### src/core/txs_pkg.sv
// ****************************************************************
// Shared constants for the table, xor and skip execution block
// ****************************************************************
package txs_pkg;

	// Widths and counts
	localparam int unsigned PTR_W      = 21;
	localparam int unsigned DAT_W      = 8;
	localparam int unsigned HOLD_N     = 8;
	localparam int unsigned HOLD_IDX_W = 3;
	localparam int unsigned FADDR_W    = 12;
	localparam int unsigned BANK_W     = 4;
	localparam int unsigned QUARTER_DIV = 1;  // Clocks per quarter phase

	// Quarter phases of one instruction cycle
	localparam logic [1:0] QP1 = 2'h0;
	localparam logic [1:0] QP2 = 2'h1;
	localparam logic [1:0] QP3 = 2'h2;
	localparam logic [1:0] QP4 = 2'h3;

	// Opcode patterns
	localparam logic [15:0] TBL_MASK  = 16'hFFFC;
	localparam logic [15:0] TABLE_READ_OP_PAT = 16'h0008;
	localparam logic [15:0] TABLE_WRITE_OP_PAT = 16'h000C;
	localparam logic [7:0]  XORL_PAT  = 8'h0A;
	localparam logic [5:0]  XORF_PAT  = 6'h06;
	localparam logic [6:0]  TST_PAT   = 7'h33;

	// Field positions in the instruction register
	localparam int unsigned DEST_BIT     = 9;
	localparam int unsigned ABIT         = 8;
	localparam int unsigned TWO_WORD_BIT = 16;

	// Pointer modes
	localparam logic [1:0] MODE_KEEP    = 2'h0;
	localparam logic [1:0] MODE_POSTINC = 2'h1;
	localparam logic [1:0] MODE_POSTDEC = 2'h2;
	localparam logic [1:0] MODE_PREINC  = 2'h3;
	localparam logic [20:0] PTR_ONE     = 21'h000001;

	// Fixed access bank split
	localparam logic [7:0] ACC_SPLIT   = 8'h80;
	localparam logic [3:0] ACC_LO_BANK = 4'h0;
	localparam logic [3:0] ACC_HI_BANK = 4'hF;

	// Status bit positions
	localparam int unsigned ST_C  = 0;
	localparam int unsigned ST_DC = 1;
	localparam int unsigned ST_Z  = 2;
	localparam int unsigned ST_OV = 3;
	localparam int unsigned ST_N  = 4;

	// Register byte offsets
	localparam logic [7:0] OFF_PTR   = 8'h00;
	localparam logic [7:0] OFF_LAT   = 8'h04;
	localparam logic [7:0] OFF_ACC   = 8'h08;
	localparam logic [7:0] OFF_STAT  = 8'h0C;
	localparam logic [7:0] OFF_BANK  = 8'h10;
	localparam logic [7:0] OFF_INSTR = 8'h14;
	localparam logic [7:0] OFF_EXEC  = 8'h18;
	localparam logic [2:0] OFF_HOLD_HI = 3'h1;  // 0x20..0x3C

	// Reset values
	localparam logic [20:0] PTR_RST  = 21'h000000;
	localparam logic [7:0]  DAT_RST  = 8'h00;
	localparam logic [7:0]  HOLD_RST = 8'hFF;
	localparam logic [3:0]  BANK_RST = 4'h0;

	typedef enum logic [2:0] {
		TXS_OP_NONE,
		TXS_OP_TABLE_READ_OP,
		TXS_OP_TABLE_WRITE_OP,
		TXS_OP_XORL,
		TXS_OP_XORF,
		TXS_OP_TST
	} txs_op_t;

	typedef enum logic [2:0] {
		TXS_IDLE,
		TXS_CYC1,
		TXS_CYC2,
		TXS_SKIP1,
		TXS_SKIP2
	} txs_state_t;

endpackage

### src/core/txs_exec.sv
// Operation
// - Table write decodes with two-bit pointer mode
// - Pointer is a 21-bit byte address
// - Pointer bit 0 picks low/high word byte
// - Low pointer bits pick one of eight holders
// - Table write only loads a holding register
// - Table write: two cycles, Q2 read, Q4 write
// - Table read: Q2 memory read, Q4 latch
// - Pointer keep, post-inc, post-dec, pre-inc
// - Test-skip takes file and bank bit, no flags
// - Zero result discards next instruction, one NOP; code runs two NOP cycles when the next instruction is two-word
// - Xor literal: accumulator xor literal into accumulator
// - Xor updates only negative and zero flags
// - Xor file: decode, read, process, write quarters
// - Table read decodes with same mode field
// - Access bit 0 forces fixed access bank
//
// Added by the designer: the placing of the registers and register access over APB.
`timescale 1ns/100ps
`default_nettype none
module txs_exec #(
	parameter int unsigned QDIV = txs_pkg::QUARTER_DIV
) (
	input  wire logic        clk_in,
	input  wire logic        rst_n_in,
	input  wire logic        psel_in,
	input  wire logic        penable_in,
	input  wire logic        pwrite_in,
	input  wire logic [7:0]  paddr_in,
	input  wire logic [31:0] pwdata_in,
	output logic      [31:0] prdata_out,
	output logic             pready_out,
	output logic             pslverr_out,
	output logic      [19:0] pmem_word_addr_out,
	output logic             pmem_rd_out,
	input  wire logic [15:0] pmem_data_in,
	output logic      [11:0] file_addr_out,
	output logic             file_rd_out,
	input  wire logic [7:0]  file_rdata_in,
	output logic             file_we_out,
	output logic      [7:0]  file_wdata_out,
	output logic      [63:0] hold_data_out,
	output logic             busy_out
);

	// ****************************************************************
	// Reset release and quarter phases
	// ****************************************************************
	logic [1:0] rst_sync_q;
	logic       rst_n;
	logic       q_tick;
	logic [1:0] q_idx;

	// Two-stage release; assertion stays asynchronous
	always_ff @(posedge clk_in or negedge rst_n_in)
	begin
		if (!rst_n_in)
			rst_sync_q <= 2'h0;
		else
			rst_sync_q <= {rst_sync_q[0], 1'b1};
	end
	assign rst_n = rst_sync_q[1];

	txs_qphase #(
		.DIV (QDIV)
	) u_qphase (
		.clk_in     (clk_in),
		.rst_n_in   (rst_n),
		.q_tick_out (q_tick),
		.q_idx_out  (q_idx)
	);

	// ****************************************************************
	// Decode helpers
	// ****************************************************************
	function automatic txs_pkg::txs_op_t decode_op(input logic [15:0] w);
		if ((w & txs_pkg::TBL_MASK) == txs_pkg::TABLE_READ_OP_PAT)
			return txs_pkg::TXS_OP_TABLE_READ_OP;
		if ((w & txs_pkg::TBL_MASK) == txs_pkg::TABLE_WRITE_OP_PAT)
			return txs_pkg::TXS_OP_TABLE_WRITE_OP;
		if (w[15:8] == txs_pkg::XORL_PAT)
			return txs_pkg::TXS_OP_XORL;
		if (w[15:10] == txs_pkg::XORF_PAT)
			return txs_pkg::TXS_OP_XORF;
		if (w[15:9] == txs_pkg::TST_PAT)
			return txs_pkg::TXS_OP_TST;
		return txs_pkg::TXS_OP_NONE;
	endfunction

	// Bank resolution for file operands
	function automatic logic [11:0] bank_addr(input logic a,
		input logic [7:0] f, input logic [3:0] bank_select_register);
		if (a)
			return {bank_select_register, f};
		if (f < txs_pkg::ACC_SPLIT)
			return {txs_pkg::ACC_LO_BANK, f};
		return {txs_pkg::ACC_HI_BANK, f};
	endfunction

	// ****************************************************************
	// State and registers
	// ****************************************************************
	txs_pkg::txs_state_t state_q;
	txs_pkg::txs_op_t    op_q;
	logic [20:0] ptr_q;
	logic [7:0]  lat_q;
	logic [7:0]  acc_q;
	logic [7:0]  stat_q;
	logic [3:0]  bank_q;
	logic [16:0] instr_q;
	logic [7:0]  operand_q;
	logic [7:0]  result_q;
	logic [7:0]  byte_q;
	logic [11:0] faddr_q;
	logic        zero_q;
	logic [31:0] prdata_q;
	logic [1:0]  mode;
	logic        dest_file;
	logic        q4_end;
	logic        cyc1_end;
	logic        cyc2_end;
	logic        table_op;
	logic        hold_we;
	logic        setup;
	logic        access;
	logic        mapped;
	logic        hold_sel;
	logic        accept;
	logic        wr_ok;
	logic        wr_take;

	assign mode      = instr_q[1:0];
	assign dest_file = instr_q[txs_pkg::DEST_BIT];
	assign q4_end    = q_tick && (q_idx == txs_pkg::QP4);
	assign cyc1_end  = q4_end && (state_q == txs_pkg::TXS_CYC1);
	assign cyc2_end  = q4_end && (state_q == txs_pkg::TXS_CYC2);
	assign table_op  = (op_q == txs_pkg::TXS_OP_TABLE_READ_OP)
		|| (op_q == txs_pkg::TXS_OP_TABLE_WRITE_OP);
	assign busy_out  = (state_q != txs_pkg::TXS_IDLE);

	// ****************************************************************
	// APB slave
	// ****************************************************************
	assign setup    = psel_in && !penable_in;
	assign access   = psel_in && penable_in;
	assign hold_sel = (paddr_in[7:5] == txs_pkg::OFF_HOLD_HI)
		&& (paddr_in[1:0] == 2'h0);
	assign mapped   = hold_sel
		|| (paddr_in == txs_pkg::OFF_PTR) || (paddr_in == txs_pkg::OFF_LAT)
		|| (paddr_in == txs_pkg::OFF_ACC) || (paddr_in == txs_pkg::OFF_STAT)
		|| (paddr_in == txs_pkg::OFF_BANK) || (paddr_in == txs_pkg::OFF_INSTR)
		|| (paddr_in == txs_pkg::OFF_EXEC);

	// Instructions start only at a cycle boundary so Q1 lines up
	assign accept = access && pwrite_in && (paddr_in == txs_pkg::OFF_INSTR)
		&& !busy_out && q4_end;
	// Writes wait while executing so hardware and software never collide
	assign wr_ok = (paddr_in == txs_pkg::OFF_INSTR) ? accept : !busy_out;
	assign pready_out  = !(access && pwrite_in && mapped) || wr_ok;
	assign pslverr_out = access && !mapped;
	assign wr_take = access && pwrite_in && mapped && wr_ok;
	assign prdata_out  = prdata_q;

	// Read data captured in the setup cycle
	always_ff @(posedge clk_in or negedge rst_n)
	begin
		if (!rst_n)
			prdata_q <= 32'h00000000;
		else if (setup && !pwrite_in)
		begin
			prdata_q <= 32'h00000000;
			if (hold_sel)
				prdata_q[7:0] <= hold_data_out[paddr_in[4:2]*8 +: 8];
			else
				unique case (paddr_in)
					txs_pkg::OFF_PTR:   prdata_q[20:0] <= ptr_q;
					txs_pkg::OFF_LAT:   prdata_q[7:0]  <= lat_q;
					txs_pkg::OFF_ACC:   prdata_q[7:0]  <= acc_q;
					txs_pkg::OFF_STAT:  prdata_q[7:0]  <= stat_q;
					txs_pkg::OFF_BANK:  prdata_q[3:0]  <= bank_q;
					txs_pkg::OFF_INSTR: prdata_q[16:0] <= instr_q;
					txs_pkg::OFF_EXEC:  prdata_q[1:0]  <= {zero_q, busy_out};
					default:            prdata_q <= 32'h00000000;
				endcase
		end
	end

	// ****************************************************************
	// Sequencer
	// ****************************************************************
	always_ff @(posedge clk_in or negedge rst_n)
	begin
		if (!rst_n)
			state_q <= txs_pkg::TXS_IDLE;
		else if (accept)
			state_q <= txs_pkg::TXS_CYC1;
		else if (q4_end)
			unique case (state_q)
				txs_pkg::TXS_IDLE:  state_q <= txs_pkg::TXS_IDLE;
				txs_pkg::TXS_CYC1:
					if (table_op)
						state_q <= txs_pkg::TXS_CYC2;
					else if (op_q == txs_pkg::TXS_OP_TST && zero_q)
						state_q <= txs_pkg::TXS_SKIP1;
					else
						state_q <= txs_pkg::TXS_IDLE;
				txs_pkg::TXS_CYC2:  state_q <= txs_pkg::TXS_IDLE;
				txs_pkg::TXS_SKIP1:
					state_q <= instr_q[txs_pkg::TWO_WORD_BIT]
						? txs_pkg::TXS_SKIP2 : txs_pkg::TXS_IDLE;
				txs_pkg::TXS_SKIP2: state_q <= txs_pkg::TXS_IDLE;
			endcase
	end

	// Q1 decode: opcode, operand address and literal captured on accept
	always_ff @(posedge clk_in or negedge rst_n)
	begin
		if (!rst_n)
		begin
			instr_q <= 17'h00000;
			op_q    <= txs_pkg::TXS_OP_NONE;
			faddr_q <= 12'h000;
		end
		else if (accept)
		begin
			instr_q <= pwdata_in[16:0];
			op_q    <= decode_op(pwdata_in[15:0]);
			faddr_q <= bank_addr(pwdata_in[txs_pkg::ABIT], pwdata_in[7:0],
				bank_q);
		end
	end

	// Q2 file read and Q3 processing
	always_ff @(posedge clk_in or negedge rst_n)
	begin
		if (!rst_n)
		begin
			operand_q <= 8'h00;
			result_q  <= 8'h00;
			zero_q    <= 1'b0;
		end
		else if (accept)
			operand_q <= pwdata_in[7:0];
		else if (q_tick && state_q == txs_pkg::TXS_CYC1)
		begin
			if (q_idx == txs_pkg::QP2 && file_rd_out)
				operand_q <= file_rdata_in;
			if (q_idx == txs_pkg::QP3)
			begin
				result_q <= acc_q ^ operand_q;
				zero_q   <= (operand_q == 8'h00);
			end
		end
	end

	assign file_rd_out = (state_q == txs_pkg::TXS_CYC1)
		&& (q_idx == txs_pkg::QP2) && ((op_q == txs_pkg::TXS_OP_XORF)
		|| (op_q == txs_pkg::TXS_OP_TST));
	assign file_addr_out  = faddr_q;
	assign file_wdata_out = result_q;
	assign file_we_out = cyc1_end && (op_q == txs_pkg::TXS_OP_XORF)
		&& dest_file;

	// Q4 accumulator and flags; software writes only when idle
	always_ff @(posedge clk_in or negedge rst_n)
	begin
		if (!rst_n)
		begin
			acc_q  <= txs_pkg::DAT_RST;
			stat_q <= txs_pkg::DAT_RST;
		end
		else if (cyc1_end && (op_q == txs_pkg::TXS_OP_XORL
			|| op_q == txs_pkg::TXS_OP_XORF))
		begin
			if (op_q == txs_pkg::TXS_OP_XORL || !dest_file)
				acc_q <= result_q;
			stat_q[txs_pkg::ST_Z] <= (result_q == 8'h00);
			stat_q[txs_pkg::ST_N] <= result_q[7];
		end
		else if (wr_take && paddr_in == txs_pkg::OFF_ACC)
			acc_q <= pwdata_in[7:0];
		else if (wr_take && paddr_in == txs_pkg::OFF_STAT)
			stat_q <= {3'h0, pwdata_in[4:0]};
	end

	always_ff @(posedge clk_in or negedge rst_n)
	begin
		if (!rst_n)
			bank_q <= txs_pkg::BANK_RST;
		else if (wr_take && paddr_in == txs_pkg::OFF_BANK)
			bank_q <= pwdata_in[3:0];
	end

	// ****************************************************************
	// Table pointer, latch and holding registers
	// ****************************************************************
	// Word address plus byte lane; bit 0 set is the high byte
	assign pmem_word_addr_out = ptr_q[20:1];
	assign pmem_rd_out = (state_q == txs_pkg::TXS_CYC2)
		&& (q_idx == txs_pkg::QP2) && (op_q == txs_pkg::TXS_OP_TABLE_READ_OP);

	// Q2 of the second cycle fetches the byte or reads the latch
	always_ff @(posedge clk_in or negedge rst_n)
	begin
		if (!rst_n)
			byte_q <= 8'h00;
		else if (q_tick && q_idx == txs_pkg::QP2
			&& state_q == txs_pkg::TXS_CYC2)
		begin
			if (op_q == txs_pkg::TXS_OP_TABLE_READ_OP)
				byte_q <= ptr_q[0] ? pmem_data_in[15:8]
					: pmem_data_in[7:0];
			else
				byte_q <= lat_q;
		end
	end

	always_ff @(posedge clk_in or negedge rst_n)
	begin
		if (!rst_n)
			lat_q <= txs_pkg::DAT_RST;
		else if (cyc2_end && op_q == txs_pkg::TXS_OP_TABLE_READ_OP)
			lat_q <= byte_q;
		else if (wr_take && paddr_in == txs_pkg::OFF_LAT)
			lat_q <= pwdata_in[7:0];
	end

	// Pre-increment lands before the transfer, post moves after it
	always_ff @(posedge clk_in or negedge rst_n)
	begin
		if (!rst_n)
			ptr_q <= txs_pkg::PTR_RST;
		else if (cyc1_end && table_op && mode == txs_pkg::MODE_PREINC)
			ptr_q <= ptr_q + txs_pkg::PTR_ONE;
		else if (cyc2_end && mode == txs_pkg::MODE_POSTINC)
			ptr_q <= ptr_q + txs_pkg::PTR_ONE;
		else if (cyc2_end && mode == txs_pkg::MODE_POSTDEC)
			ptr_q <= ptr_q - txs_pkg::PTR_ONE;
		else if (wr_take && paddr_in == txs_pkg::OFF_PTR)
			ptr_q <= pwdata_in[20:0];
	end

	// Only stages a byte; programming the array is done elsewhere
	assign hold_we = cyc2_end && (op_q == txs_pkg::TXS_OP_TABLE_WRITE_OP);

	txs_hold #(
		.N (txs_pkg::HOLD_N),
		.W (txs_pkg::DAT_W)
	) u_hold (
		.clk_in   (clk_in),
		.rst_n_in (rst_n),
		.we_in    (hold_we),
		.idx_in   (ptr_q[2:0]),
		.data_in  (byte_q),
		.flat_out (hold_data_out)
	);
endmodule
`default_nettype wire

### src/core/txs_hold.sv
`timescale 1ns/100ps
`default_nettype none
// ****************************************************************
// Holding registers staged for later programming
// ****************************************************************
module txs_hold #(
	parameter int unsigned N = txs_pkg::HOLD_N,
	parameter int unsigned W = txs_pkg::DAT_W
) (
	input  wire logic                 clk_in,
	input  wire logic                 rst_n_in,
	input  wire logic                 we_in,
	input  wire logic [$clog2(N)-1:0] idx_in,
	input  wire logic [W-1:0]         data_in,
	output logic      [N*W-1:0]       flat_out
);

	// One byte per entry, erased value after reset
	for (genvar i = 0; i < N; i++)
	begin : g_ent
		always_ff @(posedge clk_in or negedge rst_n_in)
		begin
			if (!rst_n_in)
				flat_out[i*W +: W] <= W'(txs_pkg::HOLD_RST);
			else if (we_in && (idx_in == i))
				flat_out[i*W +: W] <= data_in;
		end
	end

endmodule
`default_nettype wire

### src/core/txs_qphase.sv
`timescale 1ns/100ps
`default_nettype none
// ****************************************************************
// Quarter phase divider
// ****************************************************************
module txs_qphase #(
	parameter int unsigned DIV = txs_pkg::QUARTER_DIV
) (
	input  wire logic       clk_in,
	input  wire logic       rst_n_in,
	output logic            q_tick_out,
	output logic [1:0]      q_idx_out
);

	logic [7:0] div_q;

	// Tick marks the last clock of each quarter
	assign q_tick_out = (div_q == 8'(DIV - 1));

	// Divider; DIV of one makes every clock a quarter
	always_ff @(posedge clk_in or negedge rst_n_in)
	begin
		if (!rst_n_in)
			div_q <= 8'h00;
		else if (q_tick_out)
			div_q <= 8'h00;
		else
			div_q <= div_q + 8'h01;
	end

	// Phase index wraps Q4 back to Q1
	always_ff @(posedge clk_in or negedge rst_n_in)
	begin
		if (!rst_n_in)
			q_idx_out <= txs_pkg::QP1;
		else if (q_tick_out)
			q_idx_out <= q_idx_out + 2'h1;
	end

endmodule
`default_nettype wire

### config.mk
export PLATFORM = sky130hd
export DESIGN_NAME = txs_exec
export DESIGN_NICKNAME = d
export VERILOG_FILES = /design/src/core/txs_pkg.sv /design/src/core/txs_exec.sv /design/src/core/txs_hold.sv /design/src/core/txs_qphase.sv
export SDC_FILE = /design/constraint.sdc
export NUM_CORES = 1
export LEC_CHECK = 0
export BUFFER_PORTS_ARGS = -buffer_cell sky130_fd_sc_hd__buf_2
export CORE_MARGIN = 2
export CORE_UTILIZATION = 25
export DETAILED_ROUTE_END_ITERATION = 16
export PLACE_DENSITY = 0.53
export SLEW_MARGIN = 20
export SYNTH_ARGS = -nofsm -noshare
export SYNTH_HDL_FRONTEND = slang
export SYNTH_SLANG_ARGS = --single-unit
### constraint.sdc
create_clock -name clk_in -period 6.9 [get_ports clk_in]
set_input_delay 1.38 -clock clk_in [delete_from_list [all_inputs] [get_ports clk_in]]
set_output_delay 1.38 -clock clk_in [all_outputs]
set_load 0.005 [all_outputs]
==> qor.csv <==
stage,metric,value,unit
sta,Slew Limit Headroom,0.266,
grt,largest net degree at the start of global routing,75,
cells_and_area,fin util,0.296,
logic_synthesis,average size of a mapped cell,10.8,µm²
logic_synthesis,"FF+latch count, synth",195,
grt,first-pass GRT wire length,53900,µm
grt,met1 Track Usage GR,0.223,
routing,Wirelength per Cell,21.5,µm
clocking,clk sinks,195,
sta,Setup TNS Final,0,ps
floorplanning,row cnt,75,
worst_setup_path,r2r setup slk,3960,ps
cells_and_area,Layout area overhead,16.8,%
worst_setup_path,Critical Path Start Type,input pin,
routing,Starting DRT DRC Count,807,
grt,initial antenna violation count,3,
logic_synthesis,sequential-to-total area share from yosys stat,0.465,
cells_and_area,share of cells above drive strength 1,0.397,
pwr,total leakage power,5.82,nW
floorplanning,Core Box Area,42000,µm²
floorplanning,# IOs,211,
floorplanning,DIE AREA,44400,µm²
logic_synthesis,synth unique cells,73,
placed_design,Port-buffer cells,188,
grt,grt met2 use,0.258,
worst_setup_path,RR Endpoint,ptr_q[14]$_DFFE_PN0P_,
min_path,HP Start,rst_sync_q[0]$_DFF_PN0_,
sta,fin crit share,0.649,
pwr,Power Density,185,nW/µm²
cells_and_area,diode count,0,
pwr,Worst VDD drop,149,µV
routing,Vias/cell,5.09,
clocking,clk buf depth,2,
sta,Final Setup Violations,0,
floorplanning,Horiz. Die Dim,211,µm
worst_setup_path,worst path required time,5520,ps
worst_setup_path,R2R depth,8,
clocking,clock buffer count from CTS,17,
grt,M3 GR Usage,0.0355,
clocking,clock root cell,clkbuf_16,
grt,Total Routing Usage GR,0.163,
clocking,TritonCTS clock tree,yes,
routing,Routed Antenna Nets,0,
clocking,PostCTS Resize Cnt,0,
clocking,Skew-Pair Late Insertion Delay,450,ps
sta,final clock skew,15.7,ps
logic_synthesis,Synthesis Warnings,0,
worst_setup_path,endpoint type of the worst setup path,output pin,
grt,GR peak layer,met2,
clocking,Worst-path clk slew,90,ps
placed_design,pre-CTS setup slack,2330,ps
sta,max-slew violations,0,
min_path,Worst Hold Class,flop to flop,
routing,# DRC,0,
worst_setup_path,CP arrival,3100,ps
clocking,H-tree Lvls,4,
worst_setup_path,CP Launch Point,paddr_in[1],
logic_synthesis,Synth Flop Type,dfrtp_1,
logic_synthesis,Cells after Synth,991,
sta,worst setup slack after layout,2420,ps
sta,fin crit period,4480,ps
placed_design,dpl hpwl,26000,µm
worst_setup_path,end point of the critical path,pready_out,
clocking,hold buffer count at cts,0,
routing,DRT Pass-1 Iters,5,
sta,Peak Freq,223,MHz
flow_run,max_cap viols,0,
grt,gr ovfl total,0,
logic_synthesis,mapped cell area,10700,µm²
clocking,Post-CTS Setup Bufs,0,
placed_design,Placer Congestion,0.856,
worst_setup_path,Crit Path Max Fanout,5,
logic_synthesis,"FFs w/ async S/R, synth",1.00,
floorplanning,Initial Util,0.254,
routing,DR vias,8492,
routing,total wire length,35800,µm
grt,vias in the first global route,8340,
logic_synthesis,Post-synth EDFFs,0,
cells_and_area,"Net count, final",1197,
sta,RSZ-0062 raised after global routing,false,
status,outcome,"finished, final reports clean",
worst_setup_path,critical path class,input pin to output pin,
floorplanning,Die Span Y,211,µm
sta,Fin. Hold Viols,0,
worst_setup_path,worst r2r src,ptr_q[0]$_DFFE_PN0P_,
sta,Tightest Pin Transition,1090,ps
[area by class of cell]
type	count	area, µm²
timing repair buffer	196	1000
fill	4403	29600
sequential	195	4960
clock buffer	19	443
inverter	22	82.6
clock inverter	13	146
tap	539	674
multi-input combinational	684	5150
[worst min path at each step]
| stage | cells after the start | slack, ps | end |
|---|---|---|---|
| global placement | 0 | 340 | rst_sync_q[1]$_DFF_PN0_ |
| detailed placement | 0 | 340 | rst_sync_q[1]$_DFF_PN0_ |
| finish | 0 | 370 | rst_sync_q[1]$_DFF_PN0_ |
| floorplan | 0 | 330 | rst_sync_q[1]$_DFF_PN0_ |
| global route | 0 | 380 | rst_sync_q[1]$_DFF_PN0_ |
| CTS | 0 | 370 | rst_sync_q[1]$_DFF_PN0_ |
[metrics by stage]
| stage | total power [mW] | cell area, µm² | hold WS [ps] | std cells |
|---|---|---|---|---|
| final | 2.31 | 12500 | 366 | 1668 |
| after global routing | 2.40 | 12500 | 381 | 1668 |
| after global placement | 1.31 | 11900 | 338 | 1636 |
| after floorplan | 1.25 | 10700 | 331 | 1001 |
| after detailed placement | 1.31 | 11900 | 341 | 1636 |
| after CTS | 2.35 | 12500 | 370 | 1668 |
[power breakdown]
group          total [mW]  leakage [nW]  switching, mW  internal (mW)
clock network        1.02         0.290          0.524          0.501
logic               0.115          3.13         0.0745         0.0409
registers            1.17          2.40         0.0209           1.15
[logic make-up (layout without fill, tap and decap cells)]
family | Yosys count | in the layout | synth area share
AO/OA/AOI/OAI | 210 | 210 | 0.130
buffers and inverters | 122 | 250 | 0.0592
flip-flops | 195 | 195 | 0.465
multiplexers | 152 | 152 | 0.178
other | 2 | 12 | 0.000704
AND/OR/NAND/NOR | 272 | 272 | 0.132
XOR/XNOR | 26 | 26 | 0.0213
adder cells (fa/ha/maj) | 12 | 12 | 0.0141
[cells in the mapped netlist (all sizes together) (3+ instances only)]
master | count | area, µm²
nand3b | 4 | 30.0
nor3b | 4 | 35.0
dfstp | 64 | 1680
nor2 | 53 | 199
mux2i | 23 | 230
mux4 | 19 | 428
and2 | 5 | 31.3
o31ai | 4 | 30.0
nand2b | 4 | 25.0
mux2 | 110 | 1240
a22oi | 5 | 37.5
ha | 12 | 150
xnor2 | 22 | 193
a22o | 15 | 131
a31o | 3 | 26.3
or2 | 4 | 25.0
clkbuf | 34 | 128
inv | 22 | 82.6
dfrtp | 131 | 3280
nand3 | 31 | 155
a221oi | 4 | 35.0
or4 | 4 | 37.5
a222oi | 13 | 130
a21oi | 41 | 228
o22a | 3 | 26.3
a211oi | 3 | 22.5
a21o | 11 | 82.6
nor2b | 7 | 43.8
xor2 | 4 | 35.0
and3 | 13 | 81.3
nor3 | 26 | 161
a31oi | 11 | 68.8
nor4 | 15 | 113
o211ai | 5 | 37.5
nand2 | 82 | 308
buf | 66 | 422
o21ai | 68 | 340
or3b | 3 | 26.3
o22ai | 9 | 56.3
a211o | 3 | 26.3
nand4 | 5 | 31.3
[flip-flops by register name, summed over array words and instances (netlist names)]
signal	cells
ptr_q	21
stat_q	5
operand_q	8
bank_q	4
file_addr_out	4
acc_q	8
state_q	3
file_wdata_out	8
zero_q	1
op_q	3
lat_q	8
prdata_out	21
u_qphase.div_q	8
instr_q	17
rst_sync_q	2
byte_q	8
u_qphase.q_idx_out	2
u_hold.flat_out	64
[layer usage]
metal / wire (µm) / share of wire
met1: 16000 / 0.45
met5: 31 / 0.00087
met4: 735 / 0.021
met3: 2080 / 0.058
met2: 16900 / 0.47
[worst max-delay path: stages]
cell and delay [ps]:
buf_2 100, or4_4 590, nor2_1 250, nand2_1 130, o21ai_0 370, nand3b_1 130
buf_2 140
[cell usage in the layout, fill, tap and decap left out, types with 7 or more instances in the layout]
| cell type | count |
|---|---|
| buf_2 | 188 |
| a21oi_1 | 39 |
| nor4_1 | 11 |
| ha_1 | 12 |
| o22ai_1 | 9 |
| and3_1 | 13 |
| a31oi_1 | 11 |
| nand3_1 | 31 |
| conb_1 | 12 |
| xnor2_1 | 22 |
| mux4_2 | 19 |
| dfrtp_1 | 130 |
| buf_4 | 7 |
| nand2_1 | 82 |
| nor2b_1 | 7 |
| nor2_1 | 52 |
| a21o_1 | 11 |
| mux2_2 | 110 |
| mux2i_1 | 23 |
| dfstp_2 | 64 |
| a22o_1 | 15 |
| inv_1 | 22 |
| clkbuf_16 | 17 |
| a222oi_1 | 13 |
| nor3_1 | 20 |
| o21ai_0 | 65 |
Note: power is estimated with default switching activity, not from simulation.
